--- src/rtl/ffm_defines.svh ---
// Offsets, field positions, reset values and timing constants
`ifndef FFM_DEFINES_SVH
`define FFM_DEFINES_SVH
// Register indices; byte address is four times the index
`define FFM_IDX_COMMON 8'h17
`define FFM_IDX_TARGET 8'h18
`define FFM_IDX_XHI 8'h73
`define FFM_IDX_XLO 8'h74
`define FFM_IDX_YHI 8'h75
`define FFM_IDX_YLO 8'h76
`define FFM_IDX_ZHI 8'h77
`define FFM_IDX_ZLO 8'h78
`define FFM_IDX_CFG 8'h80
`define FFM_IDX_MODE 8'h81
`define FFM_IDX_STAT 8'h82
`define FFM_IDX_COUNT 8'h83
`define FFM_IDX_ISTA 8'h84
`define FFM_IDX_IMASK 8'h85
`define FFM_RST_8 8'h00
// Field positions
`define FFM_DBCNTM_BIT 7
`define FFM_XYZ_EN_BIT 7
`define FFM_TRANS_EN_BIT 7
`define FFM_CFG_OAE_BIT 3
`define FFM_MODE_HYB_BIT 5
`define FFM_MODE_FS_LSB 6
`define FFM_MODE_PWR_LSB 3
// Common threshold scale, counts per 63 mg step for each range
`define FFM_SCALE_FS0 9'h102
`define FFM_SCALE_FS1 9'h081
`define FFM_SCALE_FS2 9'h041
// Step exponent caps, in powers of two of the 1.25 ms step
`define FFM_EXP_NORMAL_MAX 4'h4
`define FFM_EXP_SLOW 4'h6
`define FFM_EXP_SLOWEST 4'h7
`define FFM_ODR_12HZ 3'h5
`define FFM_ODR_SLOW_FIRST 3'h5
// Timing: base step and clock period in ns
`define FFM_STEP_BASE_NS 1250000
`define FFM_CLK_NS 50
`endif

--- src/rtl/ffm_pkg.sv ---
// Types shared by the freefall/motion detector
`default_nettype none
package ffm_pkg;
  typedef enum logic [1:0] {
    FFM_NORMAL,
    FFM_LOW_POWER_LOW_NOISE_MODE,
    FFM_HIRES,
    FFM_LOWPOWER
  } ffm_pwr_e;
  typedef logic signed [13:0] ffm_acc_t;
  typedef logic [15:0] ffm_thr_t;
endpackage : ffm_pkg
`default_nettype wire

--- src/rtl/ffm_detect.sv ---
// Freefall/motion detector with Avalon-MM register slave
//
// Behaviour
// RULE_01 - Per-axis enable off: all axes use common 7-bit 63 mg threshold.
// RULE_02 - Per-axis enable on: each axis uses its own high/low threshold.
// RULE_03 - Per-axis thresholds are 13-bit, scaled like output data.
// RULE_04 - Software never sets per-axis and transient-share enables together.
// RULE_05 - High register holds bits 12..6; low register holds 5..0 on top.
// RULE_06 - Combine select 0: event when all enabled axes are below threshold.
// RULE_07 - Combine select 1: event when any enabled axis exceeds threshold.
// RULE_08 - 8-bit target sets consecutive qualifying samples needed.
// RULE_09 - Condition lost: clear counter, or decrement if clear mode is 0.
// RULE_10 - Event flag sets when debounce counter equals the target.
// RULE_11 - Debounce counter saturates at the target.
// RULE_12 - Hybrid mode halves the sample rate, doubling every step.
// RULE_13 - Step time follows rate and power mode per the step table.
// RULE_14 - Compare and counter update once per sample, else hold.
// RULE_15 - Threshold and debounce registers reset to zero.
`include "ffm_defines.svh"
`default_nettype none
module ffm_detect #(
  parameter int STEP_BASE_CYC = `FFM_STEP_BASE_NS / `FFM_CLK_NS
) (
  input wire logic mclk_i,
  input wire logic rst_n_i,
  input wire logic [9:0] avs_address_i,
  input wire logic avs_read_i,
  input wire logic avs_write_i,
  input wire logic [31:0] avs_writedata_i,
  output logic [31:0] avs_readdata_o,
  output logic avs_waitrequest_o,
  input wire ffm_pkg::ffm_acc_t accel_x_i,
  input wire ffm_pkg::ffm_acc_t accel_y_i,
  input wire ffm_pkg::ffm_acc_t accel_z_i,
  output logic event_o,
  output logic irq_o
);
  import ffm_pkg::*;

  // ****************************************
  // Register slave
  // ****************************************
  logic wait_q;
  logic [31:0] rdata_q;
  logic [7:0] common_q, target_q, cfg_q, mode_q, imask_q, ista_q;
  logic [7:0] hi_q [3];
  logic [7:0] lo_q [3];
  logic [7:0] cnt_q, cnt_d;
  logic evt_q, cond_q, irq_q;
  logic [7:0] idx;
  logic wr_en;
  logic [7:0] rd_mux;
  logic [1:0] ista_set;

  assign idx = avs_address_i[9:2];
  // Writes land on the edge where the master sees waitrequest low
  assign wr_en = avs_write_i && !wait_q;

  // One wait state per access keeps read data registered
  always_ff @(posedge mclk_i or negedge rst_n_i) begin
    if (!rst_n_i) begin
      wait_q <= 1'b1;
    end else if ((avs_read_i || avs_write_i) && wait_q) begin
      wait_q <= 1'b0;
    end else begin
      wait_q <= 1'b1;
    end
  end

  always_comb begin
    rd_mux = `FFM_RST_8;
    unique case (idx)
      `FFM_IDX_COMMON: rd_mux = common_q;
      `FFM_IDX_TARGET: rd_mux = target_q;
      `FFM_IDX_XHI: rd_mux = hi_q[0];
      `FFM_IDX_XLO: rd_mux = {lo_q[0][7:2], 2'b00};
      `FFM_IDX_YHI: rd_mux = hi_q[1];
      `FFM_IDX_YLO: rd_mux = {lo_q[1][7:2], 2'b00};
      `FFM_IDX_ZHI: rd_mux = {1'b0, hi_q[2][6:0]};
      `FFM_IDX_ZLO: rd_mux = {lo_q[2][7:2], 2'b00};
      `FFM_IDX_CFG: rd_mux = {4'h0, cfg_q[3:0]};
      `FFM_IDX_MODE: rd_mux = mode_q;
      `FFM_IDX_STAT: rd_mux = {6'h00, cond_q, evt_q};
      `FFM_IDX_COUNT: rd_mux = cnt_q;
      `FFM_IDX_ISTA: rd_mux = {6'h00, ista_q[1:0]};
      `FFM_IDX_IMASK: rd_mux = {6'h00, imask_q[1:0]};
      default: rd_mux = `FFM_RST_8;
    endcase
  end

  always_ff @(posedge mclk_i or negedge rst_n_i) begin
    if (!rst_n_i) begin
      rdata_q <= 32'h0000_0000;
    end else if (avs_read_i && wait_q) begin
      rdata_q <= {24'h00_0000, rd_mux};
    end
  end

  // Trans-share bit is only stored; software keeps it apart RULE_04
  always_ff @(posedge mclk_i or negedge rst_n_i) begin
    if (!rst_n_i) begin
      common_q <= `FFM_RST_8; // RULE_15
      target_q <= `FFM_RST_8;
      cfg_q <= `FFM_RST_8;
      mode_q <= `FFM_RST_8;
      imask_q <= `FFM_RST_8;
      for (int i = 0; i < 3; i++) begin
        hi_q[i] <= `FFM_RST_8;
        lo_q[i] <= `FFM_RST_8;
      end
    end else if (wr_en) begin
      unique case (idx)
        `FFM_IDX_COMMON: common_q <= avs_writedata_i[7:0];
        `FFM_IDX_TARGET: target_q <= avs_writedata_i[7:0]; // RULE_08
        `FFM_IDX_XHI: hi_q[0] <= avs_writedata_i[7:0];
        `FFM_IDX_XLO: lo_q[0] <= avs_writedata_i[7:0];
        `FFM_IDX_YHI: hi_q[1] <= avs_writedata_i[7:0];
        `FFM_IDX_YLO: lo_q[1] <= avs_writedata_i[7:0];
        `FFM_IDX_ZHI: hi_q[2] <= avs_writedata_i[7:0];
        `FFM_IDX_ZLO: lo_q[2] <= avs_writedata_i[7:0];
        `FFM_IDX_CFG: cfg_q <= avs_writedata_i[7:0];
        `FFM_IDX_MODE: mode_q <= avs_writedata_i[7:0];
        `FFM_IDX_IMASK: imask_q <= avs_writedata_i[7:0];
        default: ;
      endcase
    end
  end

  // ****************************************
  // Step timer
  // ****************************************
  logic [2:0] output_data_rate;
  ffm_pwr_e pwr;
  logic [3:0] exp_w;
  logic [31:0] base_q;
  logic [8:0] mult_q;
  logic [8:0] mult_end;
  logic tick_q;

  assign output_data_rate = mode_q[2:0];
  assign pwr = ffm_pwr_e'(mode_q[`FFM_MODE_PWR_LSB +: 2]);

  // Step as a power of two of the fastest step
  always_comb begin
    exp_w = {1'b0, output_data_rate};
    unique case (pwr) // RULE_13
      FFM_NORMAL: begin
        if ({1'b0, output_data_rate} > `FFM_EXP_NORMAL_MAX) exp_w = `FFM_EXP_NORMAL_MAX;
      end
      FFM_LOW_POWER_LOW_NOISE_MODE: begin
        if (output_data_rate >= `FFM_ODR_SLOW_FIRST) exp_w = `FFM_EXP_SLOW;
      end
      FFM_HIRES: begin
        exp_w = {3'b000, output_data_rate != 3'h0};
      end
      FFM_LOWPOWER: begin
        if (output_data_rate == `FFM_ODR_12HZ) exp_w = `FFM_EXP_SLOW;
        else if (output_data_rate > `FFM_ODR_12HZ) exp_w = `FFM_EXP_SLOWEST;
      end
    endcase
    exp_w = exp_w + {3'b000, mode_q[`FFM_MODE_HYB_BIT]}; // RULE_12
  end
  assign mult_end = 9'(9'h001 << exp_w) - 9'h001;

  always_ff @(posedge mclk_i or negedge rst_n_i) begin
    if (!rst_n_i) begin
      base_q <= 32'h0000_0000;
      mult_q <= 9'h000;
      tick_q <= 1'b0;
    end else begin
      tick_q <= 1'b0;
      if (base_q >= 32'(STEP_BASE_CYC - 1)) begin
        base_q <= 32'h0000_0000;
        if (mult_q >= mult_end) begin
          mult_q <= 9'h000;
          tick_q <= 1'b1;
        end else begin
          mult_q <= mult_q + 9'h001;
        end
      end else begin
        base_q <= base_q + 32'h0000_0001;
      end
    end
  end

  // ****************************************
  // Threshold compare
  // ****************************************
  logic [13:0] acc_abs [3];
  ffm_thr_t thr [3];
  ffm_thr_t common_thr;
  logic [8:0] scale;
  logic [2:0] below, above, axis_en;
  logic xyz_en, oae, cond_w;

  assign xyz_en = hi_q[0][`FFM_XYZ_EN_BIT];
  assign oae = cfg_q[`FFM_CFG_OAE_BIT];
  assign axis_en = cfg_q[2:0];
  assign acc_abs[0] = accel_x_i[13] ? 14'(-accel_x_i) : accel_x_i;
  assign acc_abs[1] = accel_y_i[13] ? 14'(-accel_y_i) : accel_y_i;
  assign acc_abs[2] = accel_z_i[13] ? 14'(-accel_z_i) : accel_z_i;

  always_comb begin
    unique case (mode_q[`FFM_MODE_FS_LSB +: 2])
      2'h0: scale = `FFM_SCALE_FS0;
      2'h1: scale = `FFM_SCALE_FS1;
      default: scale = `FFM_SCALE_FS2;
    endcase
  end
  // Common threshold converted into output-data counts
  // Both factors widened first so the product never wraps at nine bits
  assign common_thr = 16'(common_q[6:0]) * 16'(scale); // RULE_01

  for (genvar a = 0; a < 3; a++) begin : g_axis
    assign thr[a] = xyz_en ? {3'b000, hi_q[a][6:0], lo_q[a][7:2]} // RULE_05
                           : common_thr; // RULE_02 RULE_03
    assign below[a] = {2'b00, acc_abs[a]} < thr[a];
    assign above[a] = {2'b00, acc_abs[a]} > thr[a];
  end

  // No axis enabled never qualifies, even for the all-below case
  assign cond_w = oae ? |(above & axis_en) // RULE_07
                      : ((&(below | ~axis_en)) && |axis_en); // RULE_06

  // ****************************************
  // Debounce counter and event flag
  // ****************************************
  always_comb begin
    cnt_d = cnt_q;
    if (cond_w) begin
      if (cnt_q < target_q) cnt_d = cnt_q + 8'h01;
      else cnt_d = target_q; // RULE_11
    end else if (common_q[`FFM_DBCNTM_BIT]) begin
      cnt_d = 8'h00; // RULE_09
    end else if (cnt_q != 8'h00) begin
      cnt_d = cnt_q - 8'h01; // RULE_09
    end
  end

  always_ff @(posedge mclk_i or negedge rst_n_i) begin
    if (!rst_n_i) begin
      cnt_q <= 8'h00;
      evt_q <= 1'b0;
      cond_q <= 1'b0;
    end else if (tick_q) begin // RULE_14
      cnt_q <= cnt_d;
      cond_q <= cond_w;
      evt_q <= cond_w && (cnt_d == target_q); // RULE_10
    end
  end

  // ****************************************
  // Interrupt status
  // ****************************************
  assign ista_set = {evt_q && tick_q && !(cond_w && cnt_d == target_q),
                     !evt_q && tick_q && cond_w && cnt_d == target_q};

  // Set beats a same-cycle write-one clear
  always_ff @(posedge mclk_i or negedge rst_n_i) begin
    if (!rst_n_i) begin
      ista_q <= `FFM_RST_8;
      irq_q <= 1'b0;
    end else begin
      if (wr_en && idx == `FFM_IDX_ISTA) begin
        ista_q <= (ista_q & ~avs_writedata_i[7:0]) | {6'h00, ista_set};
      end else begin
        ista_q <= ista_q | {6'h00, ista_set};
      end
      irq_q <= |(ista_q[1:0] & imask_q[1:0]);
    end
  end

  assign avs_readdata_o = rdata_q;
  assign avs_waitrequest_o = wait_q;
  assign event_o = evt_q;
  assign irq_o = irq_q;
endmodule : ffm_detect
`default_nettype wire

--- config.mk ---
export PLATFORM = sky130hd
export DESIGN_NAME = ffm_detect
export DESIGN_NICKNAME = d
export VERILOG_FILES = /design/src/rtl/ffm_pkg.sv /design/src/rtl/ffm_detect.sv
export VERILOG_INCLUDE_DIRS = /design/src /design/src/rtl
export SDC_FILE = /design/constraint.sdc
export NUM_CORES = 1
export LEC_CHECK = 0
export BUFFER_PORTS_ARGS = -buffer_cell sky130_fd_sc_hd__buf_2
export CAP_MARGIN = 10
export CORE_MARGIN = 1
export CORE_UTILIZATION = 45
export CTS_BUF_LIST = sky130_fd_sc_hd__clkbuf_4
export DETAILED_ROUTE_END_ITERATION = 7
export GPL_TIMING_DRIVEN = 0
export PLACE_DENSITY_LB_ADDON = 0.08
export SYNTH_ARGS = -nofsm -noshare
export SYNTH_HDL_FRONTEND = slang
export SYNTH_SLANG_ARGS = --single-unit
--- constraint.sdc ---
create_clock -name mclk_i -period 10.2 [get_ports mclk_i]
set_input_delay 0.51 -clock mclk_i [delete_from_list [all_inputs] [get_ports mclk_i]]
set_output_delay 0.51 -clock mclk_i [all_outputs]
set_load 0.02 [all_outputs]
**After elaboration in Yosys (flattened, before gate mapping)**

Cells that the tools add are included.

- Flip-flop bits (word level): 147

- $add $sub $neg: 9
- Multiply operators: 1
- Order comparisons: 12
- Equality and inequality tests: 20
- Shift operators: 1
- Muxes and demuxes: 24
- Bitwise gates (word level): 8
- Reductions and logical operators: 34

Operator list:

| operator | count |
|---|---|
| 8-bit case mux with 14 select lines | 1 |
| 8-bit by 7-bit == test with 1-bit output, second input constant | 6 |
| 8-bit == test, second input constant | 6 |
| 14-bit by 16-bit > comparator with 1-bit output | 3 |
| 14-bit by 16-bit < comparator with 1-bit output | 3 |
| 16-bit two-way mux | 3 |
| 14-bit two-way mux | 3 |
| 14-bit negation | 3 |
| 8-bit two-way mux | 5 |
| 32-bit by 1-bit adder with 32-bit output, second input constant | 1 |
| 32-bit by 15-bit >= comparator with 1-bit output, second input constant | 1 |
| 32-bit two-way mux | 1 |
| 2-bit AND reduction | 11 |
| 9-bit case mux with 2 select lines | 1 |
| 8-bit by 5-bit == test with 1-bit output, second input constant | 2 |
| 7-bit by 9-bit multiplier with 16-bit output | 1 |
| 8-bit by 2-bit bitwise OR with 8-bit output | 2 |
| 4-bit case mux with 4 select lines | 1 |
| 3-bit two-way mux | 4 |
| 1-bit logical AND | 11 |
| 9-bit by 1-bit adder with 9-bit output, second input constant | 1 |
| 9-bit >= comparator | 1 |
| 9-bit two-way mux | 1 |
| 1-bit by 4-bit left shift with 9-bit output, first input constant | 1 |
| other kinds (26) | 36 |

**Depth between registers and ports, before layout**

Gate-level depths: netlist (run 1).

- Word-level depth: 16
- Depth in mapped cells: 29

**Worst setup path before layout (run 1)**

No wires, ideal clock.

- Path type: reg-to-reg
- From: reg mode_q[6]
- To: reg ista_q[1]
- Data arrival time: 6.494 ns
- Required time: 10.078 ns
- Path slack: 3.584 ns
- Cell stages (with the launch flop): 29
- Path buffers: 2
- Cells stage by stage: dfrtp_1 nor2_1 clkbuf_1 and2_1 ha_1 inv_1 fa_1 inv_1 ha_1 fa_1 ha_1 and3_1 and3_1 o21ai_0 nand2_1 a21o_1 a21oi_1 xnor2_1 nand2_1 ha_1 nand4_1 nor2_1 a211o_1 a221o_1 or4_4 a311oi_4 buf_6 nand2_2 a32o_1

- Cells in the longest elaborated chain, start to end: 16

RTL lines:

| element | RTL line | source |
|---|---|---|
| start, declared | ffm_detect.sv:45 | `logic [7:0] common_q, target_q, cfg_q, mode_q, imask_q, ista_q;` |
| start signal, assigned | ffm_detect.sv:105 | `` mode_q <= `FFM_RST_8; `` |
| start signal, assigned | ffm_detect.sv:122 | `` `FFM_IDX_MODE: mode_q <= avs_writedata_i[7:0]; `` |
| 2-bit by 1-bit == test with 1-bit output / 2-bit logical NOT (equally long branches) | ffm_detect.sv:204 | `` unique case (mode_q[`FFM_MODE_FS_LSB +: 2]) `` |
| 9-bit case mux with 2 select lines (*) | ffm_detect.sv:204 |  |
| 7-bit by 9-bit multiplier with 16-bit output (*) | ffm_detect.sv:212 | `assign common_thr = 16'(common_q[6:0]) * 16'(scale);` |
| 16-bit two-way mux | ffm_detect.sv:215 | `assign thr[a] = xyz_en ? {3'b000, hi_q[a][6:0], lo_q[a][7:2]}` |
| 14-bit by 16-bit < comparator with 1-bit output | ffm_detect.sv:217 | `assign below[a] = {2'b00, acc_abs[a]} < thr[a];` |
| 3-bit bitwise OR | ffm_detect.sv:223 | `: ((&(below \| ~axis_en)) && \|axis_en);` |
| 3-bit AND reduction | ffm_detect.sv:223 |  |
| 1-bit logical AND | ffm_detect.sv:223 |  |
| 1-bit two-way mux (*) | ffm_detect.sv:222 | `assign cond_w = oae ? \|(above & axis_en)` |
| 8-bit two-way mux | ffm_detect.sv:230 | `if (cond_w) begin` |
| 8-bit == test | ffm_detect.sv:255 | `assign ista_set = {evt_q && tick_q && !(cond_w && cnt_d == target_q),` |
| 1-bit logical AND (*) | ffm_detect.sv:255 |  |
| 1-bit logical NOT (*) | ffm_detect.sv:255 |  |
| 1-bit logical AND (*) | ffm_detect.sv:255 |  |
| 8-bit by 2-bit bitwise OR with 8-bit output, on equally long branches | ffm_detect.sv:267, ffm_detect.sv:265 |  |
| 8-bit two-way mux (*) | ffm_detect.sv:264 | `` if (wr_en && idx == `FFM_IDX_ISTA) begin `` |
| end signal, assigned | ffm_detect.sv:261 | `` ista_q <= `FFM_RST_8; `` |
| end signal, assigned | ffm_detect.sv:265 | `ista_q <= (ista_q & ~avs_writedata_i[7:0]) \| {6'h00, ista_set};` |
| end signal, assigned | ffm_detect.sv:267 | `ista_q <= ista_q \| {6'h00, ista_set};` |
| end, declared | ffm_detect.sv:45 |  |

Mark *: on every way between the ends. The rest lies on a longest branch, timed or not.
A chain may end at the register's enable or synchronous reset.

**Final worst setup path (run 1)**

Ends and elaborated chain as after synthesis.

==> results of run 1 <==
-- per-stage QoR --
step,power [mW],util,instances,hold WS (ns),instance area (sq um)
after CTS,1.480,0.5103,1506,0.06152,11520
after global routing,1.571,0.5103,1506,0.09907,11520
after detailed placement,1.113,0.4973,1473,0.4606,11220
after floorplan,0.9664,-,1117,0.2144,10480
final,1.470,0.5103,1506,0.1147,11520
after global placement,1.109,0.4955,1472,0.4531,11180
-- cell usage after synthesis, types with 5 or more instances --
master / instances
a21o_1: 22
o31ai_1: 13
a21oi_1: 57
nand4_1: 14
and2_1: 20
a22o_1: 9
nand2b_1: 16
clkbuf_1: 26
nor2_1: 62
a31oi_1: 12
ha_1: 114
buf_4: 25
nor4_1: 9
a221oi_1: 11
or4_1: 6
fa_1: 7
xnor2_1: 57
mux2i_1: 9
o41ai_1: 7
nand3_1: 29
or3_1: 6
nor2b_1: 17
a222oi_1: 7
or2_2: 5
mux2_2: 76
a211o_1: 8
nor3_1: 25
xor2_1: 20
nand2_1: 75
o21ai_0: 53
dfrtp_1: 134
inv_1: 46
a22oi_1: 6
-- cell families after synthesis --
logic type	after synthesis	synth area share
AO/OA/AOI/OAI	246	0.1620
XOR/XNOR	77	0.06530
adder cells (fa/ha/maj)	122	0.1527
buffers and inverters	105	0.05052
flip-flops	135	0.3272
multiplexers	85	0.09159
other	1	0.0003631
AND/OR/NAND/NOR	306	0.1504
-- sequential cells by signal, indices dropped and copies added (netlist names), 2 cells and up --
name and cells:
target_q 8, common_q 8, lo_q 18, cnt_q 8
base_q 32, mult_q 9, imask_q 2, avs_readdata_o 8
ista_q 2, cfg_q 4, mode_q 8, hi_q 23
-- power by group through the flow --
stage	registers, mW	logic [mW]	clock network (mW)
after floorplan	0.618	0.349	0
after global placement	0.635	0.473	0
after detailed placement	0.634	0.478	0
after CTS	0.624	0.481	0.375
after global routing	0.630	0.545	0.397
final	0.624	0.482	0.364
-- worst register-to-register path, delay by kind of cell (launching register included) --
kind	cells	cell delay, ns
AND/OR/NAND/NOR	10	2.15
XOR/XNOR	1	0.18
buffers and inverters	4	0.71
flip-flops	1	0.45
adder cells (fa/ha/maj)	6	2.06
AO/OA/AOI/OAI	7	2.31
-- path summary, 6_finish.rpt --
check / from / to / slack, ns
setup reg to reg: mode_q[6] / ista_q[1] / 2.24
max in group asynchronous: rst_n_i / hi_q[16] / 8.94
hold / removal: avs_write_i / avs_waitrequest_o / 0.11
setup / recovery: mode_q[6] / ista_q[1] / 2.24
min in group asynchronous: rst_n_i / cnt_q[4] / 0.48
hold reg to reg: avs_readdata_o[6] / avs_readdata_o[6] / 0.49
-- per-layer routing --
metal | GRT usage | vias up | wire (um)
li1 | - | 4176 | -
met1 | 0.3239 | 4077 | 12730
met2 | 0.3805 | 170 | 12570
met3 | 0.04961 | 23 | 1278
met4 | 0.05619 | 0 | 379
met5 | 0 | - | 0
-- layout make-up --
cell class	instances	area share
repair buffers	72	0.03422
clock inverters	15	0.01347
flip-flops and latches	135	0.2934
inverters	47	0.01532
plain buffers	58	0.02998
multi-input cells	877	0.5715
well taps	285	0.03096
clock buffers	17	0.01108
-- repair_timing --
| action | CTS | global route |
|---|---|---|
| setup endpoints to repair | 0 | 0 |
| endpoints found under the hold margin | 61 | 0 |
| hold buffers | 1 | 0 |
==> impl_metrics.py, run 1 <==
metrics = {
    "status": {
        "outcome": "finished, final reports clean",
    },
    "timing": {
        "final_period_minus_worst_setup_slack_ns": 7.958,
        "setup-violations-final": 0,
        "max_freq_mhz": 125.7,
        "post-route-period-util": 0.7802,
        "unrepaired_setup_endpoints_after_global_routing": "no",
        "final_critical_path_setup_slack_ns": 2.242,
        "skew_ns": 0.01607,
        "finalMaxSlewViolations": 0,
        "totalNegativeSetupSlack_ns": 0,
        "relative_max_transition_margin": 0.2152,
        "worst_margin_slew_ns": 1.168,
        "finalHoldViolations": 0,
    },
    "worst_setup_path": {
        "critPathMaxFanout": 10,
        "worst_r2r_path_cells": 28,
        "critical_path_depth": 28,
        "critical_path_required_ns": 10.65,
        "path_buf_inv": 4,
        "path_delay_family": "compound AO/OA/AOI/OAI gates",
        "worst_path_most_repeated_cell": "ha_1",
        "worst_path_max_delay_cell": "a311oi_4",
        "slowest_delay_ns": 0.74,
        "timing.setup.critical_path_class": "flop to flop",
        "worst_ep_arrival_time_ns": 8.41,
        "cp-end-kind": "flop",
        "setup.worst_path.start_class": "flop",
    },
    "clock_network": {
        "cts.repair.resized": 0,
        "clk_root_buffer_cell": "clkbuf_4",
        "insertion_delay_ns": 0.55,
        "deepest_clock_path_buffer_count": 2,
        "tritoncts": "yes",
        "clkTransAtPathRegs_ns": 0.14,
        "cts.repair_timing.setup_buffer_count": 0,
        "cts_max_level": 4,
        "numClockSinks": 135,
        "cts_inserted_buffers": 17,
    },
    "layout": {
        "syn2layout_area_growth_pct": 11.52,
        "layout-drive-gt1-share": 0.1851,
        "final-seq-area_sq_um": 3379,
        "filler_cell_count": 2192,
        "multi_input_comb_area_sq_um": 6583,
        "layout.cells.most_common": "dfrtp_1",
        "commonest_cells_after_routing_fill_and_taps_aside": "dfrtp_1 (134), ha_1 (114), mux2_2 (76)",
        "nets": 1417,
        "insertedDiodeCount": 0,
    },
    "logic_synthesis": {
        "postSynth.asyncResetShare": 1.000,
        "synth.yosys.seq_area_share": 0.3272,
        "dominantRegCellSynth": "dfrtp_1",
        "post-synth-top-area-fraction": 0.3247,
        "syn_inst_count": 1077,
        "avgSynthCellArea_sq_um": 9.589,
        "yosys.cell_types.count": 76,
        "synth_area_leader_cell": "dfrtp_1",
        "yosys_register_bits": 135,
        "synth-warning-count": 0,
        "edff_count_synth": 0,
        "synth.area.top_cells": "dfrtp_1 (32%), ha_1 (14%), mux2_2 (8.3%)",
        "syn-cell-area_sq_um": 10330,
    },
    "floorplan": {
        "die_height_um": 153.5,
        "fp.dieArea_sq_um": 23560,
        "core_area_sq_um": 22570,
        "chipWidth_um": 153.5,
        "io_pins": 123,
        "rows": 55,
        "initial_utilization": 0.4575,
    },
    "route": {
        "drt_wl_total_mm": 26.95,
        "drt_pre_antenna_iters": 5,
        "iteration_0_drc_count_of_the_detailed_router": 587,
        "viasPerCell": 5.608,
        "detail-route-antenna-nets": 0,
        "via_count": 8446,
        "number_of_design_rule_violations_left_after_detail_routing": 0,
        "post_drt_wl_per_cell_um": 17.90,
    },
    "placement": {
        "hpwlAfterDp_mm": 21.27,
        "pre_cts_ws_ns": 2.293,
        "buffer_ports.inserted": 70,
        "placer_congestion": 0.8285,
    },
    "global_routing": {
        "global_route.usage.total": 0.2361,
        "grt_antenna_before_repair": 0,
        "first_global_vias": 8024,
        "grt_pass1_wl_mm": 43.31,
        "global_route.overflow_total": 0,
        "grt_max_degree": 74,
    },
    "min_path": {
        "timing.hold.worst.class": "input pin to flop",
        "hold_depth": 2,
    },
    "pwr": {
        "p_int_mw": 0.9080,
        "swShare": 0.3824,
        "leakage_nw": 5.565,
        "power_per_cell_area_nw_per_um2": 127.6,
        "sequentialPowerShare": 0.425,
        "comb_power_share": 0.328,
        "vdd_drop_max_uv": 107.4,
        "p_clk_frac": 0.248,
        "switchingPower_mw": 0.5622,
    },
    "run": {
        "drv_cap": 0,
    },
}
(Power assumes the default switching activity.)
==> inputs of run 2 (changes only) <==
Clock period 10.2 ns to 6.7 ns, I/O delays scaled along.
==> impl_metrics.py, run 2 (synthesis results as in run 1) <==
metrics = {
    "worst_setup_path": {
        "worst_r2r_path_cells": 29,
        "reg2reg_slack_ns": 0.26,
        "timing.setup.critical_path_class": "flop to flop",
        "worst_ep_arrival_time_ns": 6.90,
        "worstReg2RegEnd": "cnt_q[5]",
        "slowest_delay_ns": 0.54,
        "cp-end-kind": "flop",
        "critPathMaxFanout": 6,
        "worst_path_max_delay_cell": "fa_1",
        "critical_path_required_ns": 7.16,
        "crit_path_start": "mode_q[7]",
        "setup.worst_path.start_class": "flop",
        "worst_reg2reg_startpoint": "mode_q[7]",
    },
    "clock_network": {
        "clk_root_buffer_cell": "clkbuf_4",
        "deepest_clock_path_buffer_count": 2,
        "insertion_delay_ns": 0.56,
        "numClockSinks": 135,
        "clkTransAtPathRegs_ns": 0.14,
        "cts_max_level": 4,
        "tritoncts": "yes",
        "cts_inserted_buffers": 17,
    },
    "global_routing": {
        "global_route.usage.total": 0.2377,
        "grt.met3_usage": 0.05186,
        "grt_pass1_wl_mm": 43.59,
        "top_usage_layer": "met2",
        "grt.met2_usage": 0.3801,
        "global_route.overflow_total": 0,
        "grt.met1_usage": 0.3255,
        "first_global_vias": 8100,
        "grt_antenna_before_repair": 0,
        "grt_max_degree": 74,
    },
    "timing": {
        "final_period_minus_worst_setup_slack_ns": 6.441,
        "relative_max_transition_margin": 0.2276,
        "max_freq_mhz": 155.3,
        "worst_margin_slew_ns": 1.150,
        "finalHoldViolations": 0,
        "final_critical_path_setup_slack_ns": 0.2590,
        "finalMaxSlewViolations": 0,
        "setup-violations-final": 0,
        "post-route-period-util": 0.9613,
        "skew_ns": 0.01775,
    },
    "layout": {
        "final-seq-area_sq_um": 3381,
        "insertedDiodeCount": 0,
        "commonest_cells_after_routing_fill_and_taps_aside": "dfrtp_1 (133), ha_1 (105), mux2_2 (76)",
        "filler_cell_count": 2152,
        "max_ffs_per_register": 32,
        "final_design_area_no_fill_sq_um": 11900,
        "layout.cells.most_common": "dfrtp_1",
        "largest_register": "base_q",
        "layout-drive-gt1-share": 0.2179,
        "syn2layout_area_growth_pct": 15.24,
        "nets": 1435,
        "multi_input_comb_area_sq_um": 6770,
        "biggestRegsByFlops": "base_q (32), hi_q (23), lo_q (18)",
        "final_core_density": 0.5273,
    },
    "floorplan": {
        "rows": 55,
        "die_height_um": 153.5,
        "chipWidth_um": 153.5,
        "initial_utilization": 0.4575,
        "core_area_sq_um": 22570,
        "fp.dieArea_sq_um": 23560,
        "io_pins": 123,
    },
    "pwr": {
        "power_per_cell_area_nw_per_um2": 190.2,
        "vdd_drop_max_uv": 163.5,
        "sequentialPowerShare": 0.420,
        "swShare": 0.3815,
        "switchingPower_mw": 0.8636,
        "leakage_nw": 5.672,
        "p_clk_frac": 0.245,
        "comb_power_share": 0.335,
        "p_int_mw": 1.400,
    },
    "run": {
        "drv_cap": 0,
    },
    "route": {
        "iteration_0_drc_count_of_the_detailed_router": 575,
        "viasPerCell": 5.616,
        "number_of_design_rule_violations_left_after_detail_routing": 0,
        "detail-route-antenna-nets": 0,
        "post_drt_wl_per_cell_um": 18.00,
        "via_count": 8559,
        "drt_wl_total_mm": 27.43,
        "drt_pre_antenna_iters": 5,
    },
    "min_path": {
        "worst_hold_startpoint": "avs_read_i",
        "hold_depth": 3,
        "timing.hold.worst.class": "input pin to flop",
        "hold_path_end": "avs_readdata_o[0]",
    },
    "placement": {
        "pre_cts_ws_ns": -1.207,
        "placer_congestion": 0.8285,
        "buffer_ports.inserted": 70,
        "hpwlAfterDp_mm": 21.27,
        "placed_cell_areas_sq_um": 11220,
    },
    "status": {
        "outcome": "finished, final reports clean",
    },
}
[run 2: power by group through the flow]
stage          Clock [mW]  Sequential [mW]  Combinational (mW)
2_1_floorplan           0            0.940               0.531
3_3_place_gp            0            0.967               0.721
3_5_place_dp            0            0.966               0.728
4_1_cts             0.571            0.950               0.742
5_1_grt             0.605            0.959               0.855
6_report            0.555            0.951               0.758
[run 2: how the worst max path moves through the flow]
stage | endpoint | cells past startpoint
5_1_grt | cnt_q[5] | 29
3_3_place_gp | ista_q[1] | 28
3_5_place_dp | ista_q[1] | 28
4_1_cts | ista_q[1] | 29
6_report | cnt_q[5] | 29
2_1_floorplan | ista_q[1] | 28
[run 2: layer usage]
metal	routed length, um	part of all wire
met1	12940	0.47
met2	12760	0.47
met3	1301	0.047
met4	431	0.016
met5	0	0
[run 2: area by class of cell]
class,instances,share of cell area
clock inverters,15,0.01304
multi-input cells,877,0.5689
repair buffers,90,0.04773
flip-flops and latches,135,0.2841
clock buffers,17,0.01072
inverters,47,0.01482
plain buffers,58,0.03080
well taps,285,0.02996
[run 2: metrics by stage]
stage / hold slack [ns] / setup TNS (ns) / total power, mW / cells
2_1_floorplan: 0.03941 / 0 / 1.471 / 1117
6_report: 0.09985 / 0 / 2.264 / 1524
3_3_place_gp: 0.4531 / -12.80 / 1.688 / 1472
3_5_place_dp: 0.3647 / -12.96 / 1.694 / 1473
4_1_cts: 0.06193 / 0 / 2.263 / 1514
5_1_grt: 0.1166 / -0.009277 / 2.418 / 1524
[run 2: critical path: cells and delay by family, from the launching register on]
family | cells | cell delay (ns)
XOR/XNOR | 1 | 0.26
adder cells (fa/ha/maj) | 6 | 1.80
buffers and inverters | 5 | 0.50
AND/OR/NAND/NOR | 7 | 1.13
AO/OA/AOI/OAI | 10 | 2.23
flip-flops | 1 | 0.43
[run 2: repair_timing]
action | 4_1_cts | 5_1_grt
hold buffers | 3 | 0
cloned | 0 | 1
setup buffers | 6 | 9
endpoints found under the hold margin | 62 | 0
pin swaps | 10 | 18
resized for setup | 17 | 28
endpoints found under the setup margin | 12 | 12
